==> src/core/psc_pkg.sv <==
package psc_pkg;

    typedef enum logic [2:0] {
        PSC_C0,
        PSC_C1,
        PSC_C1E,
        PSC_C3,
        PSC_C6,
        PSC_C7
    } psc_cstate_t;

    typedef enum logic [1:0] {
        PSC_MEM_UP,
        PSC_MEM_PRECHARGE_PD,
        PSC_MEM_ACTIVE_PD,
        PSC_MEM_SELF_REFRESH
    } psc_mem_mode_t;

    typedef enum logic [1:0] {
        PSC_LINK_L0,
        PSC_LINK_L0S,
        PSC_LINK_L1,
        PSC_LINK_L3
    } psc_link_t;

    typedef enum logic [2:0] {
        PSC_SYS_S0,
        PSC_SYS_S3,
        PSC_SYS_S4,
        PSC_SYS_S5,
        PSC_SYS_G3
    } psc_sys_t;

    // Per-core action set driven to the core power hardware
    typedef struct packed {
        logic executing;
        logic halted;
        logic min_op_point;
        logic cache_flush;
        logic clock_gated;
        logic state_save;
        logic voltage_off;
    } psc_core_ctl_t;

    // Value after reset: cores run with no saving action applied
    localparam psc_core_ctl_t PSC_CTL_RESET =
        '{executing: 1'b1, default: 1'b0};

    // Latency counts in cycles, deeper states no shorter; C6 and C7 are equal
    localparam logic [7:0] PSC_LAT_C1  = 8'h01;
    localparam logic [7:0] PSC_LAT_C1E = 8'h02;
    localparam logic [7:0] PSC_LAT_C3  = 8'h04;
    localparam logic [7:0] PSC_LAT_C6  = 8'h08;
    localparam logic [7:0] PSC_LAT_C7  = 8'h08;
    localparam int         PSC_NUM_CORES   = 4;
    localparam int         PSC_NUM_THREADS = 2;
    localparam int         PSC_LLC_WAYS    = 16;

endpackage

==> src/core/psc_core_fsm.sv <==
`timescale 1ns/100ps
// One core: walks the entry sequence for the resolved idle level
module psc_core_fsm (
    input  wire logic                 i_clk,
    input  wire logic                 i_rst_n,
    input  wire psc_pkg::psc_cstate_t i_target,
    input  wire logic                 i_flush_done,
    input  wire logic                 i_save_done,
    output psc_pkg::psc_cstate_t      o_state,
    output psc_pkg::psc_core_ctl_t    o_ctl
);
    typedef enum logic [2:0] {
        PSC_ST_RUN,
        PSC_ST_ENTER,
        PSC_ST_FLUSH,
        PSC_ST_SAVE,
        PSC_ST_IDLE,
        PSC_ST_EXIT
    } psc_fsm_t;

    psc_fsm_t             st_q;
    psc_pkg::psc_cstate_t cur_q;
    logic [7:0]           lat_q;

    function automatic logic [7:0] lat_of(psc_pkg::psc_cstate_t s);
        unique case (s)
            psc_pkg::PSC_C0:  lat_of = 8'h00;
            psc_pkg::PSC_C1:  lat_of = psc_pkg::PSC_LAT_C1;
            psc_pkg::PSC_C1E: lat_of = psc_pkg::PSC_LAT_C1E;
            psc_pkg::PSC_C3:  lat_of = psc_pkg::PSC_LAT_C3;
            psc_pkg::PSC_C6:  lat_of = psc_pkg::PSC_LAT_C6;
            default:          lat_of = psc_pkg::PSC_LAT_C7;
        endcase
    endfunction

    always_ff @(posedge i_clk) begin
        if (!i_rst_n) begin
            st_q  <= PSC_ST_RUN;
            cur_q <= psc_pkg::PSC_C0;
            lat_q <= 8'h00;
        end else begin
            unique case (st_q)
                PSC_ST_RUN: if (i_target != psc_pkg::PSC_C0) begin
                    cur_q <= i_target;
                    lat_q <= lat_of(i_target);
                    st_q  <= PSC_ST_ENTER;
                end
                PSC_ST_ENTER: if (lat_q <= 8'h01) begin
                    if (cur_q >= psc_pkg::PSC_C6)
                        st_q <= PSC_ST_SAVE;
                    else if (cur_q == psc_pkg::PSC_C3)
                        st_q <= PSC_ST_FLUSH;
                    else
                        st_q <= PSC_ST_IDLE;
                end else begin
                    lat_q <= lat_q - 8'h01;
                end
                PSC_ST_FLUSH: if (i_flush_done) st_q <= PSC_ST_IDLE;
                PSC_ST_SAVE:  if (i_save_done)  st_q <= PSC_ST_IDLE;
                PSC_ST_IDLE: if (i_target != cur_q) begin
                    // Any change returns through active first
                    lat_q <= lat_of(cur_q);
                    st_q  <= PSC_ST_EXIT;
                end
                PSC_ST_EXIT: if (lat_q <= 8'h01) begin
                    cur_q <= psc_pkg::PSC_C0;
                    st_q  <= PSC_ST_RUN;
                end else begin
                    lat_q <= lat_q - 8'h01;
                end
                default: st_q <= PSC_ST_RUN;
            endcase
        end
    end

    always_comb begin
        o_state = (st_q == PSC_ST_RUN) ? psc_pkg::PSC_C0 : cur_q;
        o_ctl   = '0;
        o_ctl.executing = (st_q == PSC_ST_RUN);
        if (st_q != PSC_ST_RUN) begin
            o_ctl.halted       = 1'b1;
            o_ctl.min_op_point = (cur_q != psc_pkg::PSC_C1);
        end
        if (cur_q == psc_pkg::PSC_C3 && st_q == PSC_ST_FLUSH)
            o_ctl.cache_flush = 1'b1;
        if (cur_q >= psc_pkg::PSC_C3 && st_q == PSC_ST_IDLE)
            o_ctl.clock_gated = 1'b1;
        if (cur_q >= psc_pkg::PSC_C6 && st_q == PSC_ST_SAVE)
            o_ctl.state_save = 1'b1;
        if (cur_q >= psc_pkg::PSC_C6 && st_q == PSC_ST_IDLE)
            o_ctl.voltage_off = 1'b1;
    end
endmodule

==> src/core/psc_coordinator.sv <==
`timescale 1ns/100ps
module psc_coordinator #(
    parameter int NUM_CORES   = psc_pkg::PSC_NUM_CORES,
    parameter int NUM_THREADS = psc_pkg::PSC_NUM_THREADS,
    parameter int LLC_WAYS    = psc_pkg::PSC_LLC_WAYS
) (
    input  wire logic                   i_clk,
    input  wire logic                   i_rst_n,
    input  wire psc_pkg::psc_cstate_t   i_thread_req [NUM_CORES][NUM_THREADS],
    input  wire logic [NUM_CORES-1:0]   i_flush_done,
    input  wire logic [NUM_CORES-1:0]   i_save_done,
    input  wire logic                   i_way_flushed,
    input  wire psc_pkg::psc_mem_mode_t i_mem_req,
    input  wire logic                   i_banks_open,
    input  wire psc_pkg::psc_link_t     i_pcie_req,
    input  wire psc_pkg::psc_link_t     i_chipset_link_req,
    input  wire psc_pkg::psc_sys_t      i_sys_state,
    input  wire logic                   i_gfx_d3,
    output psc_pkg::psc_core_ctl_t      o_core_ctl [NUM_CORES],
    output psc_pkg::psc_cstate_t        o_core_state [NUM_CORES],
    output logic                        o_llc_flush,
    output logic [$clog2(LLC_WAYS)-1:0] o_llc_way,
    output logic                        o_llc_power_off,
    output logic                        o_system_agent_off,
    output logic                        o_dram_cke,
    output psc_pkg::psc_mem_mode_t      o_mem_mode,
    output psc_pkg::psc_link_t          o_pcie_state,
    output psc_pkg::psc_link_t          o_chipset_link_state,
    output logic                        o_display_on,
    output logic                        o_gfx_power_on,
    output logic                        o_package_power_on,
    output logic                        o_rtc_clock_on
);
    localparam int WW = $clog2(LLC_WAYS);

    // A single way would leave the way counter with no bits
    if (NUM_CORES < 1 || NUM_THREADS < 1 ||
        LLC_WAYS < 2) begin : g_bad_cfg
        $error("psc_coordinator: unsupported parameters");
    end

    psc_pkg::psc_cstate_t   target     [NUM_CORES];
    psc_pkg::psc_cstate_t   fsm_state  [NUM_CORES];
    psc_pkg::psc_core_ctl_t fsm_ctl    [NUM_CORES];
    logic [WW-1:0]          way_q;
    logic                   llc_empty_q;
    logic                   llc_flush_q;
    logic                   all_c7;
    logic                   all_c1;
    logic                   in_s0;
    logic                   gfx_asleep;

    // Lower code is shallower, so the minimum is the shallowest request
    function automatic psc_pkg::psc_cstate_t resolve(
        input psc_pkg::psc_cstate_t a, input psc_pkg::psc_cstate_t b);
        resolve = (a < b) ? a : b;
    endfunction

    // Per-core resolution; C1E only when every core requests C1 or deeper
    always_comb begin
        all_c7 = 1'b1;
        all_c1 = 1'b1;
        for (int c = 0; c < NUM_CORES; c++) begin
            target[c] = i_thread_req[c][0];
            for (int t = 1; t < NUM_THREADS; t++)
                target[c] = resolve(target[c], i_thread_req[c][t]);
            if (target[c] != psc_pkg::PSC_C7) all_c7 = 1'b0;
            if (target[c] == psc_pkg::PSC_C0) all_c1 = 1'b0;
        end
        for (int c = 0; c < NUM_CORES; c++) begin
            if (target[c] == psc_pkg::PSC_C1E && !all_c1)
                target[c] = psc_pkg::PSC_C1;
        end
    end

    for (genvar g = 0; g < NUM_CORES; g++) begin : g_core
        psc_core_fsm u_core (
            .i_clk        (i_clk),
            .i_rst_n      (i_rst_n),
            .i_target     (target[g]),
            .i_flush_done (i_flush_done[g]),
            .i_save_done  (i_save_done[g]),
            .o_state      (fsm_state[g]),
            .o_ctl        (fsm_ctl[g])
        );
    end

    // Reset shows cores running, as the sequencers do in their idle-free state
    always_ff @(posedge i_clk) begin
        for (int c = 0; c < NUM_CORES; c++) begin
            if (!i_rst_n) begin
                o_core_ctl[c]   <= psc_pkg::PSC_CTL_RESET;
                o_core_state[c] <= psc_pkg::PSC_C0;
            end else begin
                o_core_ctl[c]   <= fsm_ctl[c];
                o_core_state[c] <= fsm_state[c];
            end
        end
    end

    // Shared cache flushed one way at a time once every core requests C7
    // Limitation: a cut flush is not resumed, so a short wake costs a full
    // pass over every way
    always_ff @(posedge i_clk) begin
        if (!i_rst_n) begin
            way_q       <= '0;
            llc_flush_q <= 1'b0;
            llc_empty_q <= 1'b0;
        end else if (!all_c7) begin
            // Any wake abandons the flush; the next flush restarts from way zero
            way_q       <= '0;
            llc_flush_q <= 1'b0;
            llc_empty_q <= 1'b0;
        end else if (!llc_empty_q) begin
            llc_flush_q <= 1'b1;
            if (llc_flush_q && i_way_flushed) begin
                if (way_q == WW'(LLC_WAYS - 1)) begin
                    llc_empty_q <= 1'b1;
                    llc_flush_q <= 1'b0;
                end else begin
                    way_q <= way_q + 1'b1;
                end
            end
        end
    end

    always_ff @(posedge i_clk) begin
        if (!i_rst_n) begin
            o_llc_flush        <= 1'b0;
            o_llc_way          <= '0;
            o_llc_power_off    <= 1'b0;
            o_system_agent_off <= 1'b0;
        end else begin
            o_llc_flush        <= llc_flush_q;
            o_llc_way          <= way_q;
            o_llc_power_off    <= llc_empty_q;
            o_system_agent_off <= llc_empty_q;
        end
    end

    // Memory power mode and DRAM clock enable
    always_ff @(posedge i_clk) begin
        if (!i_rst_n) begin
            o_mem_mode <= psc_pkg::PSC_MEM_UP;
            o_dram_cke <= 1'b1;
        end else begin
            unique case (i_mem_req)
                psc_pkg::PSC_MEM_UP: begin
                    o_mem_mode <= psc_pkg::PSC_MEM_UP;
                    o_dram_cke <= 1'b1;
                end
                psc_pkg::PSC_MEM_PRECHARGE_PD,
                psc_pkg::PSC_MEM_ACTIVE_PD: begin
                    // Bank status picks the power-down flavour; trusting
                    // the request could power down with a row still open
                    o_mem_mode <= i_banks_open
                        ? psc_pkg::PSC_MEM_ACTIVE_PD
                        : psc_pkg::PSC_MEM_PRECHARGE_PD;
                    o_dram_cke <= 1'b0;
                end
                psc_pkg::PSC_MEM_SELF_REFRESH: begin
                    o_mem_mode <= psc_pkg::PSC_MEM_SELF_REFRESH;
                    o_dram_cke <= 1'b0;
                end
            endcase
        end
    end

    // Sleep decode shared by the link, graphics and package logic
    assign in_s0      = (i_sys_state == psc_pkg::PSC_SYS_S0);
    assign gfx_asleep = i_gfx_d3 && !in_s0;

    // Links follow requests; forced off while the package is off
    // Picking a state by exit latency is left to the requester
    always_ff @(posedge i_clk) begin
        if (!i_rst_n) begin
            o_pcie_state         <= psc_pkg::PSC_LINK_L0;
            o_chipset_link_state <= psc_pkg::PSC_LINK_L0;
        end else if (!in_s0) begin
            o_pcie_state         <= psc_pkg::PSC_LINK_L3;
            o_chipset_link_state <= psc_pkg::PSC_LINK_L3;
        end else begin
            o_pcie_state         <= i_pcie_req;
            o_chipset_link_state <= i_chipset_link_req;
        end
    end

    // Graphics, package and real-time clock domain
    // D3 in S0 only blanks the display; D3 outside S0 also removes graphics power
    // The real-time clock stays up in every sleep state but mechanical off
    always_ff @(posedge i_clk) begin
        if (!i_rst_n) begin
            o_display_on       <= 1'b1;
            o_gfx_power_on     <= 1'b1;
            o_package_power_on <= 1'b1;
            o_rtc_clock_on     <= 1'b1;
        end else begin
            o_display_on       <= !i_gfx_d3 && in_s0;
            o_gfx_power_on     <= !gfx_asleep;
            o_package_power_on <= in_s0;
            o_rtc_clock_on     <= i_sys_state != psc_pkg::PSC_SYS_G3;
        end
    end
endmodule

==> config.mk <==
export PLATFORM = sky130hd
export DESIGN_NAME = psc_coordinator
export DESIGN_NICKNAME = d
export VERILOG_FILES = /design/src/core/psc_pkg.sv /design/src/core/psc_core_fsm.sv /design/src/core/psc_coordinator.sv
export SDC_FILE = /design/constraint.sdc
export NUM_CORES = 1
export LEC_CHECK = 0
export BUFFER_PORTS_ARGS = -buffer_cell sky130_fd_sc_hd__clkbuf_2
export CAP_MARGIN = 20
export CORE_MARGIN = 3
export CORE_UTILIZATION = 48
export DETAILED_ROUTE_END_ITERATION = 7
export PLACE_DENSITY = 0.66
export SYNTH_ARGS = -nofsm -noshare
export SYNTH_HDL_FRONTEND = slang
export SYNTH_SLANG_ARGS = --single-unit
==> constraint.sdc <==
create_clock -name i_clk -period 2.9 [get_ports i_clk]
set_input_delay 0.145 -clock i_clk [delete_from_list [all_inputs] [get_ports i_clk]]
set_output_delay 0.145 -clock i_clk [all_outputs]
set_load 0.02 [all_outputs]
==> flow_summary_export.csv, run 1 <==
group,metric,value,unit
critical_path,r2r.worst_path.cells,8,
min_path,hold_path_depth,3,
clocking,clk_pin_slew,0.05,ns
timing,rsz0062_at_grt,"no",
global_routing,grt_pass1_wl,27900,microns
finish,layout-drive-gt1-share,0.204,
synthesis,yosys-top-cells-area,"dfxtp_1 (37%), nor2_1 (5.6%), nand2_1 (4.6%)",
run_status,status,"completed",
pwr,p_sw,3290,uW
synthesis,synth_top_area_frac,0.371,
pwr,clkPwrFrac,0.270,
synthesis,ys_seq_elements,119,
timing,final.setup_skew,0.00663,ns
critical_path,crit_type,"reg2reg",
clocking,cts_made_buffers,17,
clocking,cts_hold_buffers,8,
synthesis,synth_area,6430,sq um
critical_path,cp_num_buf_inv,1,
critical_path,cp_cell_sequence,"nor4_2, nand2b_1, nor3_1, inv_1, a21oi_1, o21ai_0, or4b_1, a21oi_1",
floorplan,chipHeight,122,microns
drt,firstDrtPassIters,5,
clocking,cts_setup_buffers,0,
global_routing,grt_pass1_vias,5955,
timing,fin_crit,2.54,ns
drt,drtIter0Drc,472,
critical_path,crit_path_start_kind,"register",
floorplan,die_w,122,microns
critical_path,end_kind,"register",
floorplan,die_area,14800,sq um
timing,hold_viol,0,
finish,seq_area,2380,sq um
synthesis,avgSynthCellArea,8.02,sq um
timing,max_freq,394,MHz
timing,setup_violations,0,
drt,vias,6190,
pwr,p_per_area,1040,nW/um^2
clocking,clock-sinks,119,
pwr,p_int,4850,uW
drt,routed_wl,16800,microns
clocking,cts_root_buf,"clkbuf_16",
synthesis,ys.flop_type,"dfxtp_1",
pwr,seq_power_share,0.305,
job,cap_violations,0,
critical_path,crit_arrival,2.89,ns
drt,drc,0,
placed_design,gp_congestion,0.902,
floorplan,num_rows,41,
placed_design,post-place-ws,0.0496,ns
drt,via_per_inst,5.68,
synthesis,ys_warn_count,0,
critical_path,slowest_delay,0.54,ns
clocking,cts_htree_levels,4,
finish,fill_cells,1121,
timing,tns,0,ns
min_path,hp-class,"in2reg",
synthesis,synthArstFlopShare,0,
global_routing,antenna_found_initial,0,
floorplan,initial_core_util,0.499,
clocking,cts_resized,0,
timing,worst_pin_slew,0.644,ns
timing,finalCritPeriodShare,0.876,
global_routing,grt-ovfl-total,0,
critical_path,worst_path_most_repeated_cell,"a21oi_1",
pwr,power,8140,uW
finish,syn2layout_area_growth,21.6,%
pwr,ir_drop,478,uV
synthesis,syn_inst,801,
timing,drv_slew,0,
synthesis,synthDistinctLibCells,81,
synthesis,synth-edff-count,0,
timing,finalWorstSetupSlack,0.360,ns
clocking,cts_buffer_depth,2,
global_routing,grt_max_degree,38,
pwr,combPwrFrac,0.425,
finish,n_antenna_cell,0,
floorplan,ioPinCount,104,
drt,drt.antenna.violating_nets,0,
pwr,leakage,0.00329,uW
critical_path,cpMaxStageDelayCell,"or4b_1",
critical_path,crit_family,"simple AND/OR/NAND/NOR gates",
clocking,insertion_delay,0.42,ns
critical_path,cp.required,3.25,ns
synthesis,yosys.area.top_type,"dfxtp_1",
pwr,p_sw_frac,0.404,
drt,drt-wirelength-per-cell,15.5,microns
synthesis,syn_nets,870,
timing,maxSlewHeadroom,0.565,
synthesis,synth-seq-area-share,0.371,
critical_path,cp_max_fo,6,
finish,multi_input_area,3700,sq um
global_routing,track_usage,0.233,
placed_design,numPortBuffers,103,
clocking,cts_tree,"yes",
critical_path,path_depth,8,
placed_design,dp_hpwl,12200,microns
finish,num-nets-final,973,
floorplan,coreArea,12900,sq um
==> cells in the mapped netlist, types with 12 or more instances <==
| cell type | n |
|---|---|
| mux2i_1 | 14 |
| clkbuf_1 | 33 |
| nor2b_1 | 12 |
| nor3_1 | 47 |
| nand2b_1 | 14 |
| a21oi_1 | 49 |
| inv_1 | 40 |
| nand3_1 | 30 |
| ha_1 | 23 |
| o21ai_0 | 32 |
| nor2_1 | 96 |
| xnor2_1 | 12 |
| nand2_1 | 79 |
| dfxtp_1 | 119 |
| and2_1 | 14 |
==> path summary, 6_finish.rpt <==
check	start	to	slack [ns]
max	g_core[2].u_core.lat_q[2]	g_core[2].u_core.st_q[0]	0.36
min	i_save_done[2]	g_core[2].u_core.st_q[1]	0.03
max reg2reg	g_core[2].u_core.lat_q[2]	g_core[2].u_core.st_q[0]	0.36
min reg2reg	g_core[3].u_core.lat_q[5]	g_core[3].u_core.lat_q[5]	0.45
==> sequential cells by signal, indices dropped and copies added (netlist names), 2 cells and up <==
signal,cells
g_core.u_core.cur_q,12
o_pcie_state,2
o_mem_mode,2
g_core.u_core.lat_q,32
o_core_state,12
way_q,4
o_chipset_link_state,2
g_core.u_core.st_q,12
o_llc_way,4
o_core_ctl,28
==> tightest hold or removal path: stages <==
cell	delay (ns)
clkbuf_2	0.07
a211o_1	0.12
a21oi_1	0.06
==> cell type report <==
cell class,instances,share of cell area
well taps,172,0.0275
clock inverters,8,0.0150
clock buffers,24,0.0642
flip-flops and latches,119,0.305
multi-input cells,596,0.474
repair buffers,129,0.0951
inverters,41,0.0197
==> kinds of logic (layout without fill, tap and decap cells) <==
kind of cell | after synthesis | after routing | synth area share
simple gates | 347 | 347 | 0.265
compound gates | 188 | 188 | 0.205
flops | 119 | 119 | 0.371
buf+inv | 86 | 202 | 0.0531
fa+ha+maj | 23 | 23 | 0.0448
mux | 20 | 20 | 0.0358
xor+xnor | 18 | 18 | 0.0257
==> layer usage <==
metal | global-route usage | share of wire | vias to the layer above
li1 | - | - | 3062
met1 | 0.293 | 0.44 | 2885
met2 | 0.389 | 0.48 | 210
met3 | 0.0525 | 0.058 | 33
met4 | 0.0903 | 0.018 | 0
met5 | 0 | 0 | -
==> per-stage QoR <==
| step | util | area [sq um] | hold slack [ns] | cells |
|---|---|---|---|---|
| global route | 0.607 | 7820 | 0.0385 | 1089 |
| floorplan | - | 6430 | 0.217 | 801 |
| global placement | 0.553 | 7120 | 0.320 | 1049 |
| detailed placement | 0.553 | 7120 | 0.330 | 1049 |
| finish | 0.607 | 7820 | 0.0257 | 1089 |
| CTS | 0.607 | 7820 | 0.0191 | 1089 |
==> power groups by stage <==
| stage | clock network [uW] | logic, uW | registers [uW] |
|---|---|---|---|
| 2_1_floorplan | 0 | 2650 | 2380 |
| 3_3_place_gp | 0 | 3320 | 2500 |
| 3_5_place_dp | 0 | 3390 | 2510 |
| 4_1_cts | 2220 | 3430 | 2480 |
| 5_1_grt | 2310 | 3850 | 2560 |
| 6_report | 2200 | 3460 | 2490 |
==> layout by cell type (no fill, tap or decap), drive strengths merged, types with 5 or more instances in the layout <==
cell type	count
o31ai	6
nor4	12
a211oi	13
o21ai	40
xnor2	13
nand3	31
nor3	47
and2	15
and3	6
buf	18
o211ai	8
nand4	6
nand2b	14
dfxtp	119
clkbuf	127
o22ai	6
nor2b	14
xor2	5
or3	10
a31oi	6
nand2	79
inv	41
ha	23
mux2i	18
nor2	97
o221ai	6
dlygate4sd3	8
a21oi	56
Power figures use the tool's default switching activity.
==> run 2, diff against run 1 <==
==> constraint.sdc (replaced) <==
create_clock -name i_clk -period 2.9 [get_ports i_clk]
set_input_delay 0.58 -clock i_clk [delete_from_list [all_inputs] [get_ports i_clk]]
set_output_delay 0.58 -clock i_clk [all_outputs]
set_load 0.02 [all_outputs]
==> run 2 against run 1 <==
- die area unchanged
- critical path depth increased by 5
- first-iteration DRC count rose by 8.3%
- clock power is 4% lower
- final cell count grew 3.9%
- sequential power about the same
- maximum frequency is 9.3% lower
- via count rose by 2.1%
- utilization is 3.0 points higher
- non-clock buffer count is 42 higher
- global-route usage decreased by 0.17 points
- clock skew about the same
- critical endpoint unchanged
==> flow_summary_export.csv, run 2 (same netlist as run 1, synthesis figures left out) <==
group,metric,value,unit
run_status,status,"completed",
timing,fin_crit,2.80,ns
critical_path,cp.required,3.24,ns
global_routing,grt_max_degree,26,
drt,drc,0,
critical_path,ff2ff_setup_slack,0.31,ns
critical_path,cp_cell_sequence,"clkbuf_2, inv_1, ha_1, a21oi_2, a211oi_1, o21ai_2, o2111ai_4, buf_4, a21oi_2, xnor2_2, nor3_1, or4b_1, a21oi_1",
drt,vias,6321,
floorplan,chipHeight,122,microns
min_path,hp-class,"in2reg",
pwr,ir_drop,533,uV
critical_path,crit_arrival,3.14,ns
critical_path,cp_max_fo,5,
drt,firstDrtPassIters,5,
clocking,cts_tree,"yes",
floorplan,die_w,122,microns
timing,hold_viol,0,
finish,final_cell_mix,"dfxtp_1 (119), clkbuf_2 (103), nor2_1 (96)",
clocking,clock-sinks,119,
finish,layout_commonest_cell,"dfxtp_1",
floorplan,coreArea,12900,sq um
drt,drt-wirelength-per-cell,14.8,microns
placed_design,numPortBuffers,103,
floorplan,initial_core_util,0.499,
critical_path,r2r-start,"g_core[2].u_core.lat_q[2]",
clocking,cts_root_buf,"clkbuf_16",
drt,routed_wl,16700,microns
finish,num-nets-final,1015,
placed_design,gp_congestion,0.894,
floorplan,num_rows,41,
critical_path,r2r_end,"g_core[2].u_core.st_q[0]",
timing,finalCritPeriodShare,0.966,
critical_path,worst_path_most_repeated_cell,"a21oi_2",
pwr,leakage,0.00349,uW
critical_path,end_kind,"register",
timing,setup_violations,0,
timing,rsz0062_at_grt,"yes",
pwr,p_per_area,1010,nW/um^2
clocking,cts_htree_levels,4,
finish,largest_reg_flops,32,
job,cap_violations,0,
finish,fin_util,0.637,
drt,drtIter0Drc,511,
timing,worst_pin_slew,0.679,ns
finish,syn2layout_area_growth,27.7,%
finish,top_register,"g_core.u_core.lat_q",
timing,drv_slew,0,
finish,n_antenna_cell,0,
drt,drt.antenna.violating_nets,0,
clocking,insertion_delay,0.42,ns
global_routing,grt-ovfl-total,0,
clocking,clk_pin_slew,0.06,ns
global_routing,antenna_found_initial,0,
critical_path,cpMaxStageDelayCell,"or4b_1",
finish,fill_cells,1134,
global_routing,grt_pass1_vias,6041,
drt,via_per_inst,5.59,
critical_path,crit_path_start_kind,"input pin",
timing,final.setup_skew,0.00681,ns
critical_path,cp_num_buf_inv,3,
timing,max_freq,357,MHz
floorplan,die_area,14800,sq um
min_path,worstHoldStart,"i_sys_state[2]",
clocking,cts_buffer_depth,2,
critical_path,crit_type,"in2reg",
timing,holdWs,0.333,ns
clocking,cts_made_buffers,17,
clocking,cts_hold_buffers,0,
critical_path,critPathCapture,"g_core[2].u_core.st_q[0]",
global_routing,track_usage,0.231,
finish,reg_top3,"g_core.u_core.lat_q x32, o_core_ctl x28",
finish,layout-drive-gt1-share,0.262,
critical_path,path_depth,13,
timing,maxSlewHeadroom,0.544,
placed_design,dp_hpwl,12300,microns
critical_path,crit_family,"compound AO/OA/AOI/OAI gates",
global_routing,grt_pass1_wl,28000,microns
floorplan,ioPinCount,104,
critical_path,r2r.worst_path.cells,8,
critical_path,critPathLaunch,"i_thread_req[2]",
critical_path,slowest_delay,0.49,ns
==> run 2: changes by cell type in the layout (fill, tap and decap cells not counted), sizes merged <==
cell,change
clkinvlp,+4
clkbuf,-4
inv,+1
dlygate4sd3,-8
clkinv,-1
buf,+50
==> run 2: through the flow <==
step | worst slack [ns] | total power (uW) | area [sq um] | cells | setup TNS [ns]
floorplan | -0.0664 | 5050 | 6510 | 801 | -0.0664
global route | -0.0229 | 8840 | 8210 | 1131 | -0.0243
detailed placement | -0.324 | 6040 | 7550 | 1095 | -7.62
finish | 0.0989 | 8250 | 8210 | 1131 | 0
CTS | 0.101 | 8190 | 8150 | 1127 | 0
global placement | -0.263 | 5960 | 7550 | 1095 | -5.32
==> run 2: layout make-up <==
cell class	instances	area (sq um)	area share
multi-input combinational	596	3800	0.463
inverter	41	169	0.0206
timing repair buffer	171	1040	0.127
sequential	119	2380	0.290
clock buffer	20	447	0.0544
tap	172	215	0.0262
clock inverter	12	151	0.0185
==> run 2: worst min-delay path by stage <==
stage,slack (ns),endpoint,cells after the start
4_1_cts,0.32,o_rtc_clock_on,2
2_1_floorplan,0.43,g_core[3].u_core.lat_q[5],2
5_1_grt,0.34,o_rtc_clock_on,2
3_5_place_dp,0.46,g_core[0].u_core.lat_q[6],2
3_3_place_gp,0.45,g_core[3].u_core.lat_q[5],2
6_report,0.33,o_rtc_clock_on,2
==> run 2: what timing repair did <==
action | 4_1_cts | 5_1_grt
setup endpoints to repair | 0 | 22
endpoints found under the hold margin | 0 | 0
setup buffers | 0 | 4
resized for setup | 0 | 6
==> run 2: where the power goes <==
group	internal (uW)	total (uW)	switching, uW
logic	1550	3630	2080
clock network	1370	2120	754
registers	2010	2500	489
total	4930	8250	3320
==> run 2: routing by layer <==
layer  GRT usage  routed length (microns)
met1       0.285                     7420
met2       0.401                     8370
met3      0.0529                      710
met4      0.0735                      200
met5           0                        0
==> run 3, diff against run 2 <==
--- a/config.mk
+++ b/config.mk
@@ -10,6 +10,7 @@
 export CORE_MARGIN = 3
 export CORE_UTILIZATION = 48
 export DETAILED_ROUTE_END_ITERATION = 7
+export GPL_TIMING_DRIVEN = 0
 export PLACE_DENSITY = 0.66
 export SYNTH_ARGS = -nofsm -noshare
 export SYNTH_HDL_FRONTEND = slang
==> run 3 against run 2 <==
- critical path depth is 1 higher
- utilization down 1.1 points
- combinational power grew 5.8%
- sequential cell count stayed put
- worst hold slack better by 0.0027 ns
- clock skew decreased by 0.00075 ns
- routed wire length is 7.3% higher
- die area stayed put
- worst setup slack worse by 0.065 ns
- register-to-register slack worse by 0.10 ns
- global-route usage rose by 1.0 points
==> flow_summary_export.csv, run 3 (same netlist as run 1, synthesis figures left out) <==
group,metric,value,unit
run_status,status,"completed",
timing,max_freq,349,MHz
timing,drv_slew,0,
critical_path,r2r-start,"g_core[2].u_core.lat_q[2]",
global_routing,antenna_found_initial,0,
min_path,hold_path_depth,2,
critical_path,cpMaxStageDelayCell,"or4_1",
drt,drc,0,
pwr,p_sw,3430,uW
clocking,cts_htree_levels,4,
placed_design,dp_hpwl,12700,microns
pwr,ir_drop,513,uV
critical_path,cp_max_fo,3,
timing,tns,0,ns
placed_design,gp_congestion,0.904,
finish,num-nets-final,1009,
timing,setup_violations,0,
finish,n_antenna_cell,0,
timing,final.setup_skew,0.00606,ns
finish,syn2layout_area_growth,25.5,%
floorplan,die_w,122,microns
pwr,combPwrFrac,0.478,
timing,fin_crit,2.87,ns
global_routing,grt_max_degree,17,
pwr,power,8020,uW
clocking,cts_root_buf,"clkbuf_16",
clocking,cts_buffer_depth,2,
critical_path,ff2ff_setup_slack,0.21,ns
timing,finalCritPeriodShare,0.988,
floorplan,chipHeight,122,microns
clocking,cts_tree,"yes",
critical_path,cp.required,3.25,ns
critical_path,crit_arrival,3.21,ns
pwr,p_per_area,995,nW/um^2
pwr,leakage,0.00330,uW
critical_path,crit_family,"compound AO/OA/AOI/OAI gates",
timing,holdWs,0.336,ns
drt,drt-wirelength-per-cell,15.9,microns
finish,layout-drive-gt1-share,0.227,
finish,top_register,"g_core.u_core.lat_q",
drt,firstDrtPassIters,5,
drt,drt.antenna.violating_nets,0,
timing,rsz0062_at_grt,"yes",
timing,worst_pin_slew,0.805,ns
critical_path,cp_num_buf_inv,4,
global_routing,grt_pass1_wl,28500,microns
finish,layout_commonest_cell,"dfxtp_1",
clocking,clk_pin_slew,0.06,ns
drt,via_per_inst,5.77,
timing,maxSlewHeadroom,0.463,
floorplan,ioPinCount,104,
min_path,worstHoldStart,"i_sys_state[2]",
critical_path,crit_path_start_kind,"input pin",
global_routing,grt_pass1_vias,6026,
pwr,seq_power_share,0.289,
finish,final_cell_mix,"dfxtp_1 (119), clkbuf_2 (99), nor2_1 (96)",
clocking,cts_made_buffers,17,
finish,reg_top3,"g_core.u_core.lat_q x32, o_core_ctl x28",
floorplan,coreArea,12900,sq um
pwr,clkPwrFrac,0.233,
min_path,hp-class,"in2reg",
global_routing,grt-ovfl-total,0,
job,cap_violations,0,
critical_path,r2r.worst_path.cells,8,
drt,routed_wl,17900,microns
finish,largest_reg_flops,32,
floorplan,num_rows,41,
clocking,cts_hold_buffers,0,
critical_path,cp_cell_sequence,"clkbuf_2, inv_1, ha_4, nand2_2, o21ai_4, mux2i_4, buf_4, o211ai_1, buf_4, a22oi_2, o32ai_2, and2_1, or4_1, a21oi_1",
drt,drtIter0Drc,549,
floorplan,initial_core_util,0.499,
placed_design,place_area,7240,sq um
pwr,p_sw_frac,0.427,
critical_path,crit_type,"in2reg",
critical_path,r2r_end,"g_core[2].u_core.st_q[0]",
global_routing,track_usage,0.241,
floorplan,die_area,14800,sq um
critical_path,slowest_delay,0.48,ns
finish,design_area,8070,sq um
timing,hold_viol,0,
pwr,p_int,4600,uW
clocking,insertion_delay,0.42,ns
placed_design,numPortBuffers,103,
clocking,clock-sinks,119,
drt,vias,6490,
min_path,min_to,"o_rtc_clock_on",
critical_path,worst_path_most_repeated_cell,"buf_4",
critical_path,end_kind,"register",
-- run 3: worst max-delay path by stage --
stage	startpoint	end	slack, ns	depth (start not counted)
after global placement	i_thread_req[8]	g_core[2].u_core.lat_q[3]	-0.56	13
after CTS	i_thread_req[20]	g_core[1].u_core.lat_q[0]	-0.004	12
after global routing	i_thread_req[13]	g_core[3].u_core.st_q[0]	-0.04	14
after floorplan	i_thread_req[8]	g_core[2].u_core.lat_q[3]	-0.07	12
after detailed placement	i_thread_req[8]	g_core[2].u_core.lat_q[3]	-0.61	13
final	i_thread_req[13]	g_core[3].u_core.st_q[0]	0.03	14
-- run 3: routing by layer --
layer  vias up  track usage  share of wire
li1       3128            -              -
met1      3064        0.297           0.42
met2       262        0.407           0.49
met3        36       0.0645          0.069
met4         0       0.0882          0.020
met5         -            0              0
-- run 3: per-stage QoR --
| step | worst slack (ns) | instances | utilization |
|---|---|---|---|
| after floorplan | -0.0664 | 801 | - |
| after global placement | -0.556 | 1076 | 0.562 |
| after detailed placement | -0.610 | 1076 | 0.562 |
| after CTS | -0.00437 | 1113 | 0.608 |
| after global routing | -0.0404 | 1124 | 0.627 |
| final | 0.0341 | 1124 | 0.627 |
-- run 3: cell type report --
type                       instances  area [sq um]
multi-input combinational        596          3920
fill                            1162          4810
clock buffer                      20           447
buffer                            44           186
sequential                       119          2380
inverter                          41           169
timing repair buffer             121           669
clock inverter                    11          78.8
tap                              172           215
-- run 3: repair_timing --
action	CTS	global route
setup buffers	6	12
setup endpoints to repair	18	34
gates resized for setup	2	34
pin swaps	2	18
-- run 3: power by group through the flow --
stage / sequential [uW] / clock [uW] / combinational [uW]
after global placement: 2310 / 0 / 3480
final: 2320 / 1870 / 3840
after detailed placement: 2330 / 0 / 3550
after global routing: 2350 / 1970 / 4230
after floorplan: 2380 / 0 / 2660
after CTS: 2300 / 1900 / 3590
